<file path="src/core/security_state_map.vh">
// Purpose: Constants for the security state decoder
// Assumes: Included by bare name from core design files
// Notes:   Encodings of levels and security states
`ifndef SECURITY_STATE_MAP_VH
`define SECURITY_STATE_MAP_VH

`define LEVEL_W        2
`define LEVEL_ZERO     2'h0
`define LEVEL_ONE      2'h1
`define LEVEL_TWO      2'h2
`define LEVEL_TOP      2'h3
`define SEC_W          2
`define SEC_NONSECURE  2'h0
`define SEC_SECURE     2'h1
`define SEC_REALM      2'h2
`define SEC_ROOT       2'h3
`define SEC_RST        2'h3
`define FLAG_RST       1'b0

`endif

</file>
<file path="src/core/level_width_check.v">
// Purpose: Checks requested level and execution width for legality
// Assumes: Inputs synchronous to i_clk_sys
// Notes:   Combinational; registered in the top module
`timescale 1ns/1ps
`include "security_state_map.vh"

module level_width_check #(
  parameter ALLOW_NARROW_EL0 = 1
) (
  // Request
  input  wire [1:0] i_level,
  input  wire       i_narrow,
  // Verdict
  output wire       o_width_bad
);

  // narrow width only at level zero
  assign o_width_bad = i_narrow &
                       ((i_level != `LEVEL_ZERO) | (ALLOW_NARROW_EL0 == 0));

endmodule // level_width_check

</file>
<file path="src/core/security_state_decode.v">
// Behaviour
// - Four privilege levels zero to three; three is the most privileged.
// - Thirty-two-bit execution only optional at level zero, never at one to three.
// - Four security states decoded: Non-secure, Secure, Realm, Root.
// - Level three always reports Root regardless of configuration bits.
// - Below level three: 00 Secure, 01 Non-secure, 11 Realm, 10 reserved.
// - Return from level three to a lower level with reserved bits is an illegal return.
//
// Purpose: Decodes current security state and checks exception returns
// Assumes: All inputs synchronous to i_clk_sys; return request is a pulse
// Notes:   Outputs registered, one cycle after inputs
//          Return verdict and landing state hold until the next return
//          Reserved pair decodes as Secure while it is flagged
//          Narrow width legal only at level zero
`timescale 1ns/1ps
`include "security_state_map.vh"

module security_state_decode #(
  parameter ALLOW_NARROW_EL0 = 1
) (
  // Clock and reset
  input  wire       i_clk_sys,
  input  wire       i_rst,
  // Current state
  input  wire [1:0] i_cur_level,
  input  wire       i_ext_nonsecure_bit,
  input  wire       i_nonsecure_bit,
  input  wire       i_realm_feature_flag,
  // Exception return request
  input  wire       i_ret_valid,
  input  wire [1:0] i_ret_level,
  input  wire       i_ret_narrow,
  // Decoded state
  output reg  [1:0] o_sec_state,
  output reg        o_reserved_enc,
  output reg        o_cur_width_bad,
  // Exception return verdict
  output reg        o_ret_done,
  output reg        o_ret_illegal,
  output reg  [1:0] o_ret_sec_state
);

  // Number of privilege levels and their codes, lowest first
  localparam       LEVELS      = 4;
  localparam [7:0] LEVEL_CODES = {`LEVEL_TOP, `LEVEL_TWO, `LEVEL_ONE, `LEVEL_ZERO};

  // Current state next value
  reg  [1:0] sec_nxt;
  wire       rsvd;
  wire [1:0] low_pair_state;

  // Return next values
  reg  [1:0] ret_sec_nxt;
  reg        ret_illegal_nxt;
  wire       ret_from_top;

  // Landing state, width fault and verdict per target level
  wire [7:0] land_state;
  wire [3:0] land_width_bad;
  wire [3:0] land_illegal;

  assign rsvd = i_realm_feature_flag ? (i_ext_nonsecure_bit & ~i_nonsecure_bit)
                                     : 1'b0;

  // Return leaves the top level
  assign ret_from_top = (i_cur_level == `LEVEL_TOP);

  // Lower state decode for a level below three
  function [1:0] low_state;
    input ext_b;
    input ns_b;
    input feat;
    begin
      case ({ext_b & feat, ns_b})
        2'h0:    low_state = `SEC_SECURE;
        2'h1:    low_state = `SEC_NONSECURE;
        2'h3:    low_state = `SEC_REALM;
        default: low_state = `SEC_SECURE; // Reserved; flagged separately
      endcase
    end
  endfunction

  // state of any level below three
  assign low_pair_state = low_state(i_ext_nonsecure_bit, i_nonsecure_bit,
                                    i_realm_feature_flag);

  // one table entry for each of the four levels
  genvar lv;
  generate
    for (lv = 0; lv < LEVELS; lv = lv + 1) begin : g_level
      // width legality at this target level
      level_width_check #(
        .ALLOW_NARROW_EL0 (ALLOW_NARROW_EL0)
      ) u_chk (
        .i_level     (LEVEL_CODES[2*lv+1:2*lv]),
        .i_narrow    (i_ret_narrow),
        .o_width_bad (land_width_bad[lv])
      );

      // Entry contents by level
      if (lv == LEVELS - 1) begin : g_top
        // level three is Root whatever the bits
        assign land_state[2*lv+1:2*lv] = `SEC_ROOT;
        // Return to three skips the reserved check
        assign land_illegal[lv]        = land_width_bad[lv];
      end else begin : g_low
        assign land_state[2*lv+1:2*lv] = low_pair_state;
        // reserved bits on return from three
        assign land_illegal[lv]        = land_width_bad[lv] | (ret_from_top & rsvd);
      end
    end
  endgenerate

  // current state from the level table
  always @* begin
    case (i_cur_level)
      `LEVEL_ZERO: begin
        sec_nxt = land_state[1:0];
      end
      `LEVEL_ONE: begin
        sec_nxt = land_state[3:2];
      end
      `LEVEL_TWO: begin
        sec_nxt = land_state[5:4];
      end
      default: begin
        sec_nxt = land_state[7:6];
      end
    endcase
  end

  // Landing entry of the requested target level
  always @* begin
    case (i_ret_level)
      `LEVEL_ZERO: begin
        ret_sec_nxt     = land_state[1:0];
        ret_illegal_nxt = land_illegal[0];
      end
      `LEVEL_ONE: begin
        ret_sec_nxt     = land_state[3:2];
        ret_illegal_nxt = land_illegal[1];
      end
      `LEVEL_TWO: begin
        ret_sec_nxt     = land_state[5:4];
        ret_illegal_nxt = land_illegal[2];
      end
      default: begin
        // Level three entry
        ret_sec_nxt     = land_state[7:6];
        ret_illegal_nxt = land_illegal[3];
      end
    endcase
  end

  // Registered security state
  // decoded state output
  always @(posedge i_clk_sys or posedge i_rst) begin
    if (i_rst) begin
      o_sec_state <= `SEC_RST;
    end else begin
      o_sec_state <= sec_nxt;
    end
  end

  // Registered reserved encoding flag
  // flag follows the bit pair
  always @(posedge i_clk_sys or posedge i_rst) begin
    if (i_rst) begin
      o_reserved_enc <= `FLAG_RST;
    end else begin
      o_reserved_enc <= rsvd;
    end
  end

  // Current width fault, not sensed here
  // Kept low for a later width sense
  always @(posedge i_clk_sys or posedge i_rst) begin
    if (i_rst) begin
      o_cur_width_bad <= `FLAG_RST;
    end else begin
      o_cur_width_bad <= 1'b0;
    end
  end

  // Return done pulse, one cycle after the request
  always @(posedge i_clk_sys or posedge i_rst) begin
    if (i_rst) begin
      o_ret_done <= `FLAG_RST;
    end else begin
      o_ret_done <= i_ret_valid;
    end
  end

  // Return verdict, held until the next return
  // illegal return flag
  always @(posedge i_clk_sys or posedge i_rst) begin
    if (i_rst) begin
      o_ret_illegal <= `FLAG_RST;
    end else if (i_ret_valid) begin
      o_ret_illegal <= ret_illegal_nxt;
    end
  end

  // Landing state, held until the next return
  // state after the return
  always @(posedge i_clk_sys or posedge i_rst) begin
    if (i_rst) begin
      o_ret_sec_state <= `SEC_RST;
    end else if (i_ret_valid) begin
      o_ret_sec_state <= ret_sec_nxt;
    end
  end

endmodule // security_state_decode

</file>
<file path="config.mk">
export PLATFORM = sky130hd
export DESIGN_NAME = security_state_decode
export DESIGN_NICKNAME = d
export VERILOG_FILES = /design/src/core/level_width_check.v /design/src/core/security_state_decode.v
export VERILOG_INCLUDE_DIRS = /design/src /design/src/core
export SDC_FILE = /design/constraint.sdc
export NUM_CORES = 1
export LEC_CHECK = 0
export BUFFER_PORTS_ARGS = -buffer_cell sky130_fd_sc_hd__buf_2
export CAP_MARGIN = 20
export CELL_PAD_IN_SITES_DETAIL_PLACEMENT = 0
export CELL_PAD_IN_SITES_GLOBAL_PLACEMENT = 2
export CORE_AREA = 10 10 49 51
export DETAILED_ROUTE_END_ITERATION = 6
export DIE_AREA = 0 0 59 61
export PLACE_DENSITY = 0.75
export SLEW_MARGIN = 20
export SYNTH_ARGS = -nofsm -noshare
export SYNTH_HDL_FRONTEND = slang
export SYNTH_SLANG_ARGS = --single-unit
export TNS_END_PERCENT = 1
</file>
<file path="constraint.sdc">
create_clock -name i_clk_sys -period 1.4 [get_ports i_clk_sys]
set_clock_uncertainty 0.1 [all_clocks]
set_input_delay 0.21 -clock i_clk_sys [delete_from_list [all_inputs] [get_ports i_clk_sys]]
set_output_delay 0.21 -clock i_clk_sys [all_outputs]
set_load 0.02 [all_outputs]
</file>
After elaboration in Yosys (flattened, before gate mapping)
Cells that the tools add are included.

cells by class
  reductions and logical operators = 5
  shift operators = 0
  $add $sub $neg = 0
  $mul = 0
  muxes and demuxes = 5
  order comparisons = 0
  bitwise gates (word level) = 5
  divide/modulo/power cells = 0
  equal/unequal tests = 7

operators with widths
  operator              count
  $eq A2 B2 Y1 const B  4
  $eq A2 B1 Y1 const B  3
  $reduce_or A3 Y1      2
  $logic_not A2 Y1      2
  $mux W2               2
  $pmux W2 S2           1
  $and A1 B1 Y1         3
  $pmux W1 S2           1
  $reduce_or A2 Y1      1
  $mux W1               1
  $not A1 Y1            1
  $or A1 B1 Y1          1

word-level totals
  memory bits (writable) = 0
  memories kept = 0
  bits in read-only memories = 0
  bits in registers = 7
  output and inout bits = 8
  bits in latches = 0
  input port bits = 11
  logic and storage cells = 27

Logic depth before layout (Yosys ltp)
Gate-level depths: netlist (run 1).

  depth in word-level cells = 6
  gate-level depth with buffers = 5
  mapped depth without buffers = 5

Cells and area by module
A second synthesis (run 1) with hierarchy kept.

second synthesis, totals
  cell total of the unflattened synthesis = 37
  area, all modules = 364.1 um^2

by module, submodules not included
  module                 cells each  area each (um^2)  times used  sequential area each (um^2)
  security_state_decode  33          334.1             1           180.2
  level_width_check      1           7.5               4           0.0

Worst setup path after synthesis (run 1)
Ideal clock, no wire load.

  path type = input -> register
  start point = input i_ret_level[0]
  end point = register o_ret_illegal
  slack = 78 ps
  library setup time = 82 ps
  data arrival time = 1140 ps
  cell stages on the path = 5
  cell sequence = inv_1 -> ha_1 -> nor2_1 -> or4b_1 -> a31oi_1

on the way
  longest elaborated chain between the ends = 3

RTL lines
  item                                                 line                         source
  from (decl)                                          security_state_decode.v:31   input wire [1:0] i_ret_level,
  $eq A2 B2 Y1 / $eq A2 B1 Y1 (equally long branches)  security_state_decode.v:134  case (i_ret_level)
  $reduce_or A2 Y1 (no source line)                    --
  $pmux W1 S2 (*)                                      security_state_decode.v:134
  to (signal assigned)                                 security_state_decode.v:198  o_ret_illegal <= `FLAG_RST;
  to (signal assigned)                                 security_state_decode.v:200  o_ret_illegal <= ret_illegal_nxt;
  to (decl)                                            security_state_decode.v:39   output reg o_ret_illegal,

Mark *: on every way between the ends. The rest lies on a longest branch, timed or not.
A chain may end at the register's enable or synchronous reset.

Final worst setup path (run 1)
  start point = register o_ret_sec_state[1]
  end point = output o_ret_sec_state[1]

RTL lines
  item                    line                         source
  from (decl)             security_state_decode.v:40   output reg [1:0] o_ret_sec_state
  from (signal assigned)  security_state_decode.v:208  o_ret_sec_state <= `SEC_RST;
  from (signal assigned)  security_state_decode.v:210  o_ret_sec_state <= ret_sec_nxt;

No word-level cell between the ends.

==> flow_summary_export.csv, run 1 <==
group,metric,value,unit
clock_tree,cts_tree,"built",
critical_path,crit_type,"flip-flop to output pin",
timing,rsz0062_at_grt,"no",
detailed_routing,avgRoutedWirePerCell,11.07,um
logic_synthesis,synthFlopType,"dfstp_2",
logic_synthesis,yosys.area.top_type,"dfstp_2",
pwr,max-vdd-ir-drop,0.0002018,V
pwr,p_total,500.8,uW
critical_path,arrival,930,ps
global_route,grt_max_degree,8,
worst_hold_path,hold_start,"i_ret_valid",
finish,fin_area,449.2,um2
global_route,met2_usage,6.907,%
global_route,use_met1,3.169,%
logic_synthesis,yosysMostFrequentCell,"nor2_1",
critical_path,end_kind,"output pin",
timing,finalCriticalPeriod,1237,ps
clock_tree,post_cts_buffers,0,
floorplan,start_util,20.92,%
floorplan,rows,14,
floorplan,die_area,0.003599,mm2
global_route,grt.total_usage,4.469,%
global_route,busiest_layer,"met2",
critical_path,crit_slowest_cell,"dfstp_2",
pwr,p_leak,0.2408,nW
floorplan,coreArea,0.001471,mm2
finish,area_delta_synth_final,45.94,%
detailed_routing,drt_iter0_drc,1,
timing,setup_violations,0,
clock_tree,clk_latency,250,ps
logic_synthesis,postSynth.asyncResetShare,100.0,%
finish,multi_input_area,105.1,um2
place,io_buffers,17,
clock_tree,path_clk_slew,50,ps
detailed_routing,first_pass_iters,2,
finish,drive_gt1_share,47.17,%
floorplan,fp.dieW,59,um
status,status,"finished clean",
logic_synthesis,ys_top_cells_by_area,"dfstp_2 34%, dfrtp_1 24%, ha_1 8.1%",
global_route,use_met3,3.132,%
clock_tree,numCtsBuffers,3,
floorplan,pin_count,19,
detailed_routing,wirelength,764,um
timing,hold_viol_final,0,
logic_synthesis,syn_inst,31,
logic_synthesis,avgSynthCellArea,9.929,um2
logic_synthesis,synthDistinctLibCells,12,
finish,num_antenna_cells,0,
critical_path,crit_path_cell_trace,"buf_2",
critical_path,rr_startpoint,"o_ret_sec_state[1]",
global_route,antenna_found_initial,0,
timing,period_share,88.38,%
place,dp.cells,64,
finish,fin_nets,67,
global_route,grt_pass1_vias,293,
finish,post-route-util,30.53,%
logic_synthesis,ys_top_cells_by_count,"6 x nor2_1, 4 x dfstp_2, 4 x inv_1, 4 x nand2_1",
clock_tree,clkSinkCount,7,
critical_path,critPathTopFamily,"flip-flops",
finish,final_cell_count_no_fill,69,
detailed_routing,postRouteAntennaNets,0,
global_route,grt_pass1_wl,1159,um
detailed_routing,via_per_inst,4.087,
critical_path,slowest_delay,520,ps
logic_synthesis,ys_ff_latch,7,
place,place_hpwl,678.3,um
clock_tree,htreeDepth,1,
critical_path,crit_buf_inv,1,
run,maxCapViolCount,0,
timing,max_freq,808.2,MHz
critical_path,start_kind,"flip-flop",
detailed_routing,vias,282,
detailed_routing,drc_errors,0,
critical_path,cp-startpoint,"o_ret_sec_state[1]",
timing,maxSlewViolCount,0,
pwr,powerDensity,1115,mW/mm2
finish,regArea,180.2,um2
clock_tree,clockBufferDepth,2,
finish,nFillCells,169,
logic_synthesis,synth_edf_count,0,
clock_tree,ctsRootBufferMaster,"clkbuf_4",
place,placed_cell_area,412.9,um2
global_route,grt-ovfl-total,0,
logic_synthesis,synthDominantCellAreaShare,34.15,%
worst_hold_path,hold_class,"input pin to flip-flop",
critical_path,crit_required,1090,ps
logic_synthesis,yosysSeqAreaShare,58.54,%
floorplan,fp.dieH,61,um
place,gp_congestion,0.6629,
logic_synthesis,netlist_area,307.8,um2
logic_synthesis,synthesis.nets,44,
logic_synthesis,ys_warn_count,0,
critical_path,critPathMaxFanout,2,
## power breakdown
group	internal (mW)	switching (mW)
Clock	0.109	0.0715
Sequential	0.225	0.00533
Combinational	0.0354	0.0547
## through the flow
step,TNS (ps),setup WS [ps],hold WS [ps]
floorplan,0,77.99,-89.51
global placement,-70.55,-70.55,35.81
detailed placement,-78.26,-78.26,43.89
CTS,0,144.5,39.31
global route,0,103.5,44.18
finish,0,162.6,49.01
## final timing paths
kind	end	slack (ps)	cells past startpoint
worst max-delay path	o_ret_sec_state[1]	160	1
worst min-delay path	o_ret_done	50	1
worst max register to register	o_ret_sec_state[1]	520	2
worst min register to register	o_ret_sec_state[1]	390	2
max in group asynchronous	o_ret_sec_state[1]	620	3
min in group asynchronous	o_ret_done	320	3
## cells by family (layout without fill, tap and decap cells)
| kind of cell | after synthesis | count (layout) | synth area share (%) |
|---|---|---|---|
| other | 1 | 1 | 1.218 |
| flip-flops | 7 | 7 | 58.54 |
| AO/OA/AOI/OAI | 4 | 4 | 7.723 |
| buffers and inverters | 5 | 27 | 7.317 |
| adder cells (fa/ha/maj) | 2 | 2 | 8.129 |
| AND/OR/NAND/NOR | 12 | 12 | 17.07 |
## layout by cell type, fill, tap and decap left out, drive strengths merged
cell type | synthesis | routed
buf | 1 | 18
nor2 | 6 | 6
nand2 | 4 | 4
inv | 4 | 4
dfstp | 4 | 4
clkbuf | 0 | 4
a31oi | 3 | 3
dfrtp | 3 | 3
ha | 2 | 2
or4b | 1 | 1
o21ai | 1 | 1
nand3 | 1 | 1
conb | 1 | 1
dlygate4sd3 | 0 | 1
## sequential cells by signal, indices dropped and copies added, names as in the netlist
name and cells:
o_sec_state 2, o_ret_done 1, o_ret_illegal 1, o_ret_sec_state 2
o_reserved_enc 1
## per-layer routing
layer  part of all wire (%)  routed length (um)
met5                      0                   0
met2                     54                 412
met4                    1.6                  12
met3                     13                  99
met1                     31                 238
## timing repair
action                                 4_1_cts  5_1_grt
hold buffers                                 1        0
endpoints found under the hold margin        3        0
gates resized for setup                      0        0
## area by class of cell
cell class / instances / share of cell area, %
flip-flops and latches: 7 / 40.11
multi-input cells: 19 / 23.40
repair buffers: 19 / 22.84
clock buffers: 4 / 5.850
well taps: 16 / 4.457
inverters: 4 / 3.343
No activity file was read; power rests on OpenSTA's default activity.
==> run 2, diff against run 1 <==
--- a/config.mk
+++ b/config.mk
@@ -14,6 +14,7 @@
 export DETAILED_ROUTE_END_ITERATION = 6
 export DIE_AREA = 0 0 59 61
 export PLACE_DENSITY = 0.75
+export RECOVER_POWER = 50
 export SLEW_MARGIN = 20
 export SYNTH_ARGS = -nofsm -noshare
 export SYNTH_HDL_FRONTEND = slang
==> flow_summary_export.csv, run 2 (synthesis results as in run 1) <==
group,metric,value,unit
floorplan,coreArea,0.001471,mm2
status,status,"finished clean",
critical_path,r2r_slack,520,ps
clock_tree,clkSinkCount,7,
finish,mostFrequentLayoutCell,"buf_2",
timing,hold_ws,90.41,ps
critical_path,crit_type,"flip-flop to output pin",
floorplan,fp.dieH,61,um
critical_path,reg2reg_depth,2,
timing,rsz0062_at_grt,"no",
timing,fin_ws,162.6,ps
critical_path,rr_startpoint,"o_ret_sec_state[1]",
detailed_routing,drt_iter0_drc,1,
worst_hold_path,hold_class,"input pin to flip-flop",
run,maxCapViolCount,0,
detailed_routing,postRouteAntennaNets,0,
finish,area_delta_synth_final,45.12,%
place,dp_slack,-78.26,ps
global_route,grt_pass1_wl,1159,um
finish,final_cell_mix,"15 x buf_2, 6 x nor2_1, 4 x nand2_1, 4 x inv_1, 4 x dfstp_2",
critical_path,crit_path_cell_trace,"buf_2",
timing,finalCriticalPeriod,1237,ps
critical_path,crit_end,"o_ret_sec_state[1]",
clock_tree,cts_tree,"built",
detailed_routing,avgRoutedWirePerCell,11.06,um
global_route,grt_pass1_vias,293,
clock_tree,clk_latency,250,ps
critical_path,start_kind,"flip-flop",
floorplan,die_area,0.003599,mm2
finish,num_antenna_cells,0,
critical_path,crit_buf_inv,1,
critical_path,critPathMaxFanout,2,
finish,post-route-util,30.36,%
place,dp.cells,64,
timing,maxSlewViolCount,0,
floorplan,rows,14,
pwr,powerDensity,1119,mW/mm2
global_route,grt.total_usage,4.469,%
critical_path,end_kind,"output pin",
clock_tree,post_cts_buffers,0,
clock_tree,htreeDepth,1,
place,gp_congestion,0.6629,
pwr,p_leak,0.2353,nW
timing,setup_violations,0,
critical_path,crit_slowest_cell,"dfstp_2",
timing,period_share,88.39,%
clock_tree,path_clk_slew,50,ps
floorplan,start_util,20.92,%
floorplan,pin_count,19,
global_route,grt-ovfl-total,0,
clock_tree,numCtsBuffers,3,
critical_path,cp.depth,1,
critical_path,critPathTopFamily,"flip-flops",
critical_path,r2r_end,"o_ret_sec_state[1]",
floorplan,fp.dieW,59,um
detailed_routing,vias,282,
finish,nFillCells,171,
finish,final_cell_count_no_fill,69,
clock_tree,ctsRootBufferMaster,"clkbuf_4",
critical_path,cp-startpoint,"o_ret_sec_state[1]",
finish,drive_gt1_share,43.40,%
global_route,antenna_found_initial,0,
timing,hold_viol_final,0,
finish,fin_nets,67,
critical_path,crit_required,1090,ps
detailed_routing,drc_errors,0,
place,io_buffers,17,
critical_path,arrival,930,ps
place,place_hpwl,678.3,um
pwr,max-vdd-ir-drop,0.0002013,V
clock_tree,clockBufferDepth,2,
timing,max_freq,808.1,MHz
critical_path,slowest_delay,520,ps
detailed_routing,wirelength,763,um
detailed_routing,first_pass_iters,2,
detailed_routing,via_per_inst,4.087,
global_route,grt_max_degree,8,
finish,top_regs,"o_ret_sec_state: 2 flops, o_sec_state: 2 flops",
## run 2: cell types whose count changed in the layout (fill, tap and decap cells not counted)
cell	before	now
buf_2	17	15
clkbuf_1	1	3
## run 2: report_power, final
| group | switching (mW) | internal [mW] |
|---|---|---|
| logic | 0.0548 | 0.0346 |
| clock network | 0.0711 | 0.109 |
| registers | 0.00532 | 0.225 |
## run 2: area by class of cell
class                           count  area (um2)  share of cell area (%)
Timing Repair Buffer               19       100.1                   22.41
Multi-Input combinational cell     19       105.1                   23.53
Clock buffer                        4       26.28                   5.882
Tap cell                           16       20.02                   4.482
Inverter                            4       15.01                   3.361
Sequential cell                     7       180.2                   40.34
## run 2: worst min path at each step
stage / startpoint / endpoint / slack (ps) / cells after the start
after global routing: i_ret_valid / o_ret_done / 100 / 1
after floorplan: i_rst / o_reserved_enc / -90 / 1
final: i_ret_valid / o_ret_done / 90 / 1
after CTS: i_ret_valid / o_ret_done / 40 / 1
after detailed placement: i_rst / o_reserved_enc / 40 / 2
after global placement: i_rst / o_reserved_enc / 40 / 2
## run 2: stage by stage
step / TNS (ps) / cell area, um2 / power (mW)
2_1_floorplan: 0 / 307.8 / 0.2846
3_3_place_gp: -70.55 / 412.9 / 0.3227
3_5_place_dp: -78.26 / 412.9 / 0.3246
4_1_cts: 0 / 449.2 / 0.5132
5_1_grt: 0 / 446.7 / 0.5337
6_report: 0 / 446.7 / 0.4996
## run 2: layer usage
| metal | share of wire, % | wire [um] | global-route usage (%) | vias to the layer above |
|---|---|---|---|---|
| li1 | - | - | - | 143 |
| met1 | 32 | 243 | 3.169 | 127 |
| met5 | 0 | 0 | 0 | - |
| met2 | 53 | 408 | 6.907 | 10 |
| met4 | 1.6 | 12 | 5.902 | 0 |
| met3 | 13 | 98 | 3.132 | 2 |
## run 2: what timing repair did
item	4_1_cts	5_1_grt
resized for setup	0	0
hold endpoints to repair	3	0
hold buffers	1	0
## run 2: worst reg2reg max path, delay by kind of cell (launching register included)
| family | cells | cell delay [ps] |
|---|---|---|
| AO/OA/AOI/OAI | 1 | 150 |
| flip-flops | 1 | 520 |
| AND/OR/NAND/NOR | 1 | 40 |
==> run 3, diff against run 2 <==
--- a/config.mk
+++ b/config.mk
@@ -6,13 +6,14 @@
 export SDC_FILE = /design/constraint.sdc
 export NUM_CORES = 1
 export LEC_CHECK = 0
+export ABC_AREA = 1
 export BUFFER_PORTS_ARGS = -buffer_cell sky130_fd_sc_hd__buf_2
 export CAP_MARGIN = 20
 export CELL_PAD_IN_SITES_DETAIL_PLACEMENT = 0
 export CELL_PAD_IN_SITES_GLOBAL_PLACEMENT = 2
-export CORE_AREA = 10 10 49 51
+export CORE_AREA = 10 10 50 52
 export DETAILED_ROUTE_END_ITERATION = 6
-export DIE_AREA = 0 0 59 61
+export DIE_AREA = 0 0 60 62
 export PLACE_DENSITY = 0.75
 export RECOVER_POWER = 50
 export SLEW_MARGIN = 20
==> flow_summary_export.csv, run 3 <==
group,metric,value,unit
timing,hold_viol_final,0,
finish,drive_gt1_share,38.60,%
finish,mostFrequentLayoutCell,"buf_2",
logic_synthesis,synthFlopType,"dfstp_2",
floorplan,coreArea,0.001614,mm2
finish,top_regs,"o_ret_sec_state: 2 flops, o_sec_state: 2 flops",
logic_synthesis,ys_warn_count,0,
detailed_routing,drc_errors,0,
logic_synthesis,synthesis.nets,49,
logic_synthesis,ys_top_cells_by_count,"9 x nor2_1, 6 x inv_1, 4 x dfstp_2, 4 x nand2_1",
finish,regArea,180.2,um2
floorplan,start_util,19.77,%
worst_hold_path,hold_class,"input pin to flip-flop",
logic_synthesis,postSynth.asyncResetShare,100.0,%
critical_path,slowest_delay,520,ps
finish,final_cell_count_no_fill,74,
global_route,grt_pass1_wl,1269,um
detailed_routing,vias,281,
clock_tree,clk_latency,250,ps
detailed_routing,avgRoutedWirePerCell,10.49,um
timing,max_freq,805.3,MHz
pwr,max-vdd-ir-drop,0.0001959,V
timing,setup_violations,0,
floorplan,fp.dieW,60,um
place,io_buffers,17,
detailed_routing,postRouteAntennaNets,0,
pwr,p_leak,0.2515,nW
logic_synthesis,avgSynthCellArea,8.863,um2
critical_path,arrival,930,ps
critical_path,crit_type,"flip-flop to output pin",
logic_synthesis,ys_top_cells_by_area,"dfstp_2 33%, dfrtp_1 24%, nor2_1 11%",
critical_path,critPathMaxFanout,2,
global_route,grt_max_degree,8,
timing,finalCriticalPeriod,1242,ps
global_route,grt_pass1_vias,293,
critical_path,end_kind,"output pin",
clock_tree,numCtsBuffers,3,
timing,rsz0062_at_grt,"no",
finish,area_delta_synth_final,40.78,%
global_route,grt.total_usage,4.730,%
clock_tree,path_clk_slew,50,ps
place,gp_congestion,0.7274,
floorplan,fp.dieH,62,um
global_route,antenna_found_initial,0,
clock_tree,ctsRootBufferMaster,"clkbuf_4",
timing,fin_tns_setup,0,ps
logic_synthesis,ys_ff_latch,7,
logic_synthesis,synthDominantCellAreaShare,32.94,%
critical_path,critPathTopFamily,"flip-flops",
logic_synthesis,yosysSeqAreaShare,56.47,%
detailed_routing,via_per_inst,3.797,
finish,fin_nets,71,
critical_path,crit_slowest_cell,"dfstp_2",
floorplan,pin_count,19,
logic_synthesis,synth_edf_count,0,
clock_tree,clockBufferDepth,2,
logic_synthesis,syn_inst,36,
pwr,powerDensity,1126,mW/mm2
finish,num_antenna_cells,0,
floorplan,die_area,0.003720,mm2
critical_path,start_kind,"flip-flop",
timing,period_share,88.70,%
finish,multi_input_area,106.4,um2
timing,fin_ws,158.3,ps
finish,nFillCells,181,
finish,final_cell_mix,"15 x buf_2, 10 x nor2_1, 6 x inv_1",
detailed_routing,wirelength,776,um
place,dp_slack,251.7,ps
clock_tree,cts_tree,"built",
global_route,grt-ovfl-total,0,
place,place_hpwl,661.3,um
timing,maxSlewViolCount,0,
logic_synthesis,netlist_area,319.1,um2
clock_tree,htreeDepth,1,
clock_tree,cts-resized-gates,0,
logic_synthesis,synthDistinctLibCells,11,
detailed_routing,drt_iter0_drc,4,
detailed_routing,first_pass_iters,2,
logic_synthesis,yosysMostFrequentCell,"nor2_1",
run,maxCapViolCount,0,
floorplan,rows,15,
critical_path,crit_buf_inv,1,
pwr,p_total,505.6,uW
logic_synthesis,yosys.area.top_type,"dfstp_2",
place,dp.cells,69,
clock_tree,clkSinkCount,7,
critical_path,crit_path_cell_trace,"buf_2",
critical_path,crit_required,1090,ps
status,status,"finished clean",
## run 3: cell types whose count changed after synthesis
cell	delta
a21oi_1	+3
a31oi_1	-3
nor2_1	+3
inv_1	+2
nand3_1	+1
nor2_2	+1
o21ai_0	-1
or4b_1	-1
## run 3: through the flow
| step | area [um2] | utilization (%) | hold WS [ps] |
|---|---|---|---|
| floorplan | 319.1 | - | -89.51 |
| global placement | 417.9 | 25.89 | 40.37 |
| detailed placement | 417.9 | 25.89 | 37.09 |
| CTS | 454.2 | 28.14 | 17.48 |
| global route | 449.2 | 27.83 | 61.97 |
| finish | 449.2 | 27.83 | 50.73 |
## run 3: timing repair
| action | in CTS | in global routing |
|---|---|---|
| hold buffers | 1 | 0 |
| buffers inserted | 0 | 0 |
| hold endpoints to repair | 3 | 0 |
## run 3: final cells by class
| cell class | count | share of cell area (%) |
|---|---|---|
| clock buffer | 4 | 5.850 |
| inverter | 6 | 5.014 |
| multi-input combinational | 22 | 23.68 |
| sequential | 7 | 40.11 |
| tap | 17 | 4.735 |
| timing repair buffer | 18 | 20.61 |
## run 3: layer usage
layer  track usage [%]  up-vias  part of all wire (%)
met4             3.846        0                   1.8
met2             5.588       15                    38
met1             5.104      117                    39
met3             4.065        2                    20
met5                 0        -                     0
li1                  -      147                     -
## run 3: worst paths after layout
check / cells past startpoint / slack [ps] / startpoint / end
max in group asynchronous: 3 / 620 / i_rst / o_sec_state[1]
worst max register to register: 2 / 560 / o_ret_sec_state[0] / o_ret_sec_state[0]
worst min-delay path: 1 / 50 / i_ret_valid / o_ret_done
worst max-delay path: 1 / 160 / o_ret_sec_state[0] / o_ret_sec_state[0]
worst min register to register: 2 / 390 / o_ret_sec_state[0] / o_ret_sec_state[0]
min in group asynchronous: 3 / 320 / i_rst / o_ret_illegal
## run 3: kinds of logic after synthesis
logic type	after synthesis	share of synthesized area (%)
simple gates	16	20.39
compound gates	3	4.705
flops	7	56.47
fa+ha+maj	2	7.842
other cells	1	1.175
buf+inv	7	9.412
## run 3: power by group
part / switching, mW / internal, mW
clock: 0.0741 / 0.109
sequential: 0.00516 / 0.225
combinational: 0.0580 / 0.0344
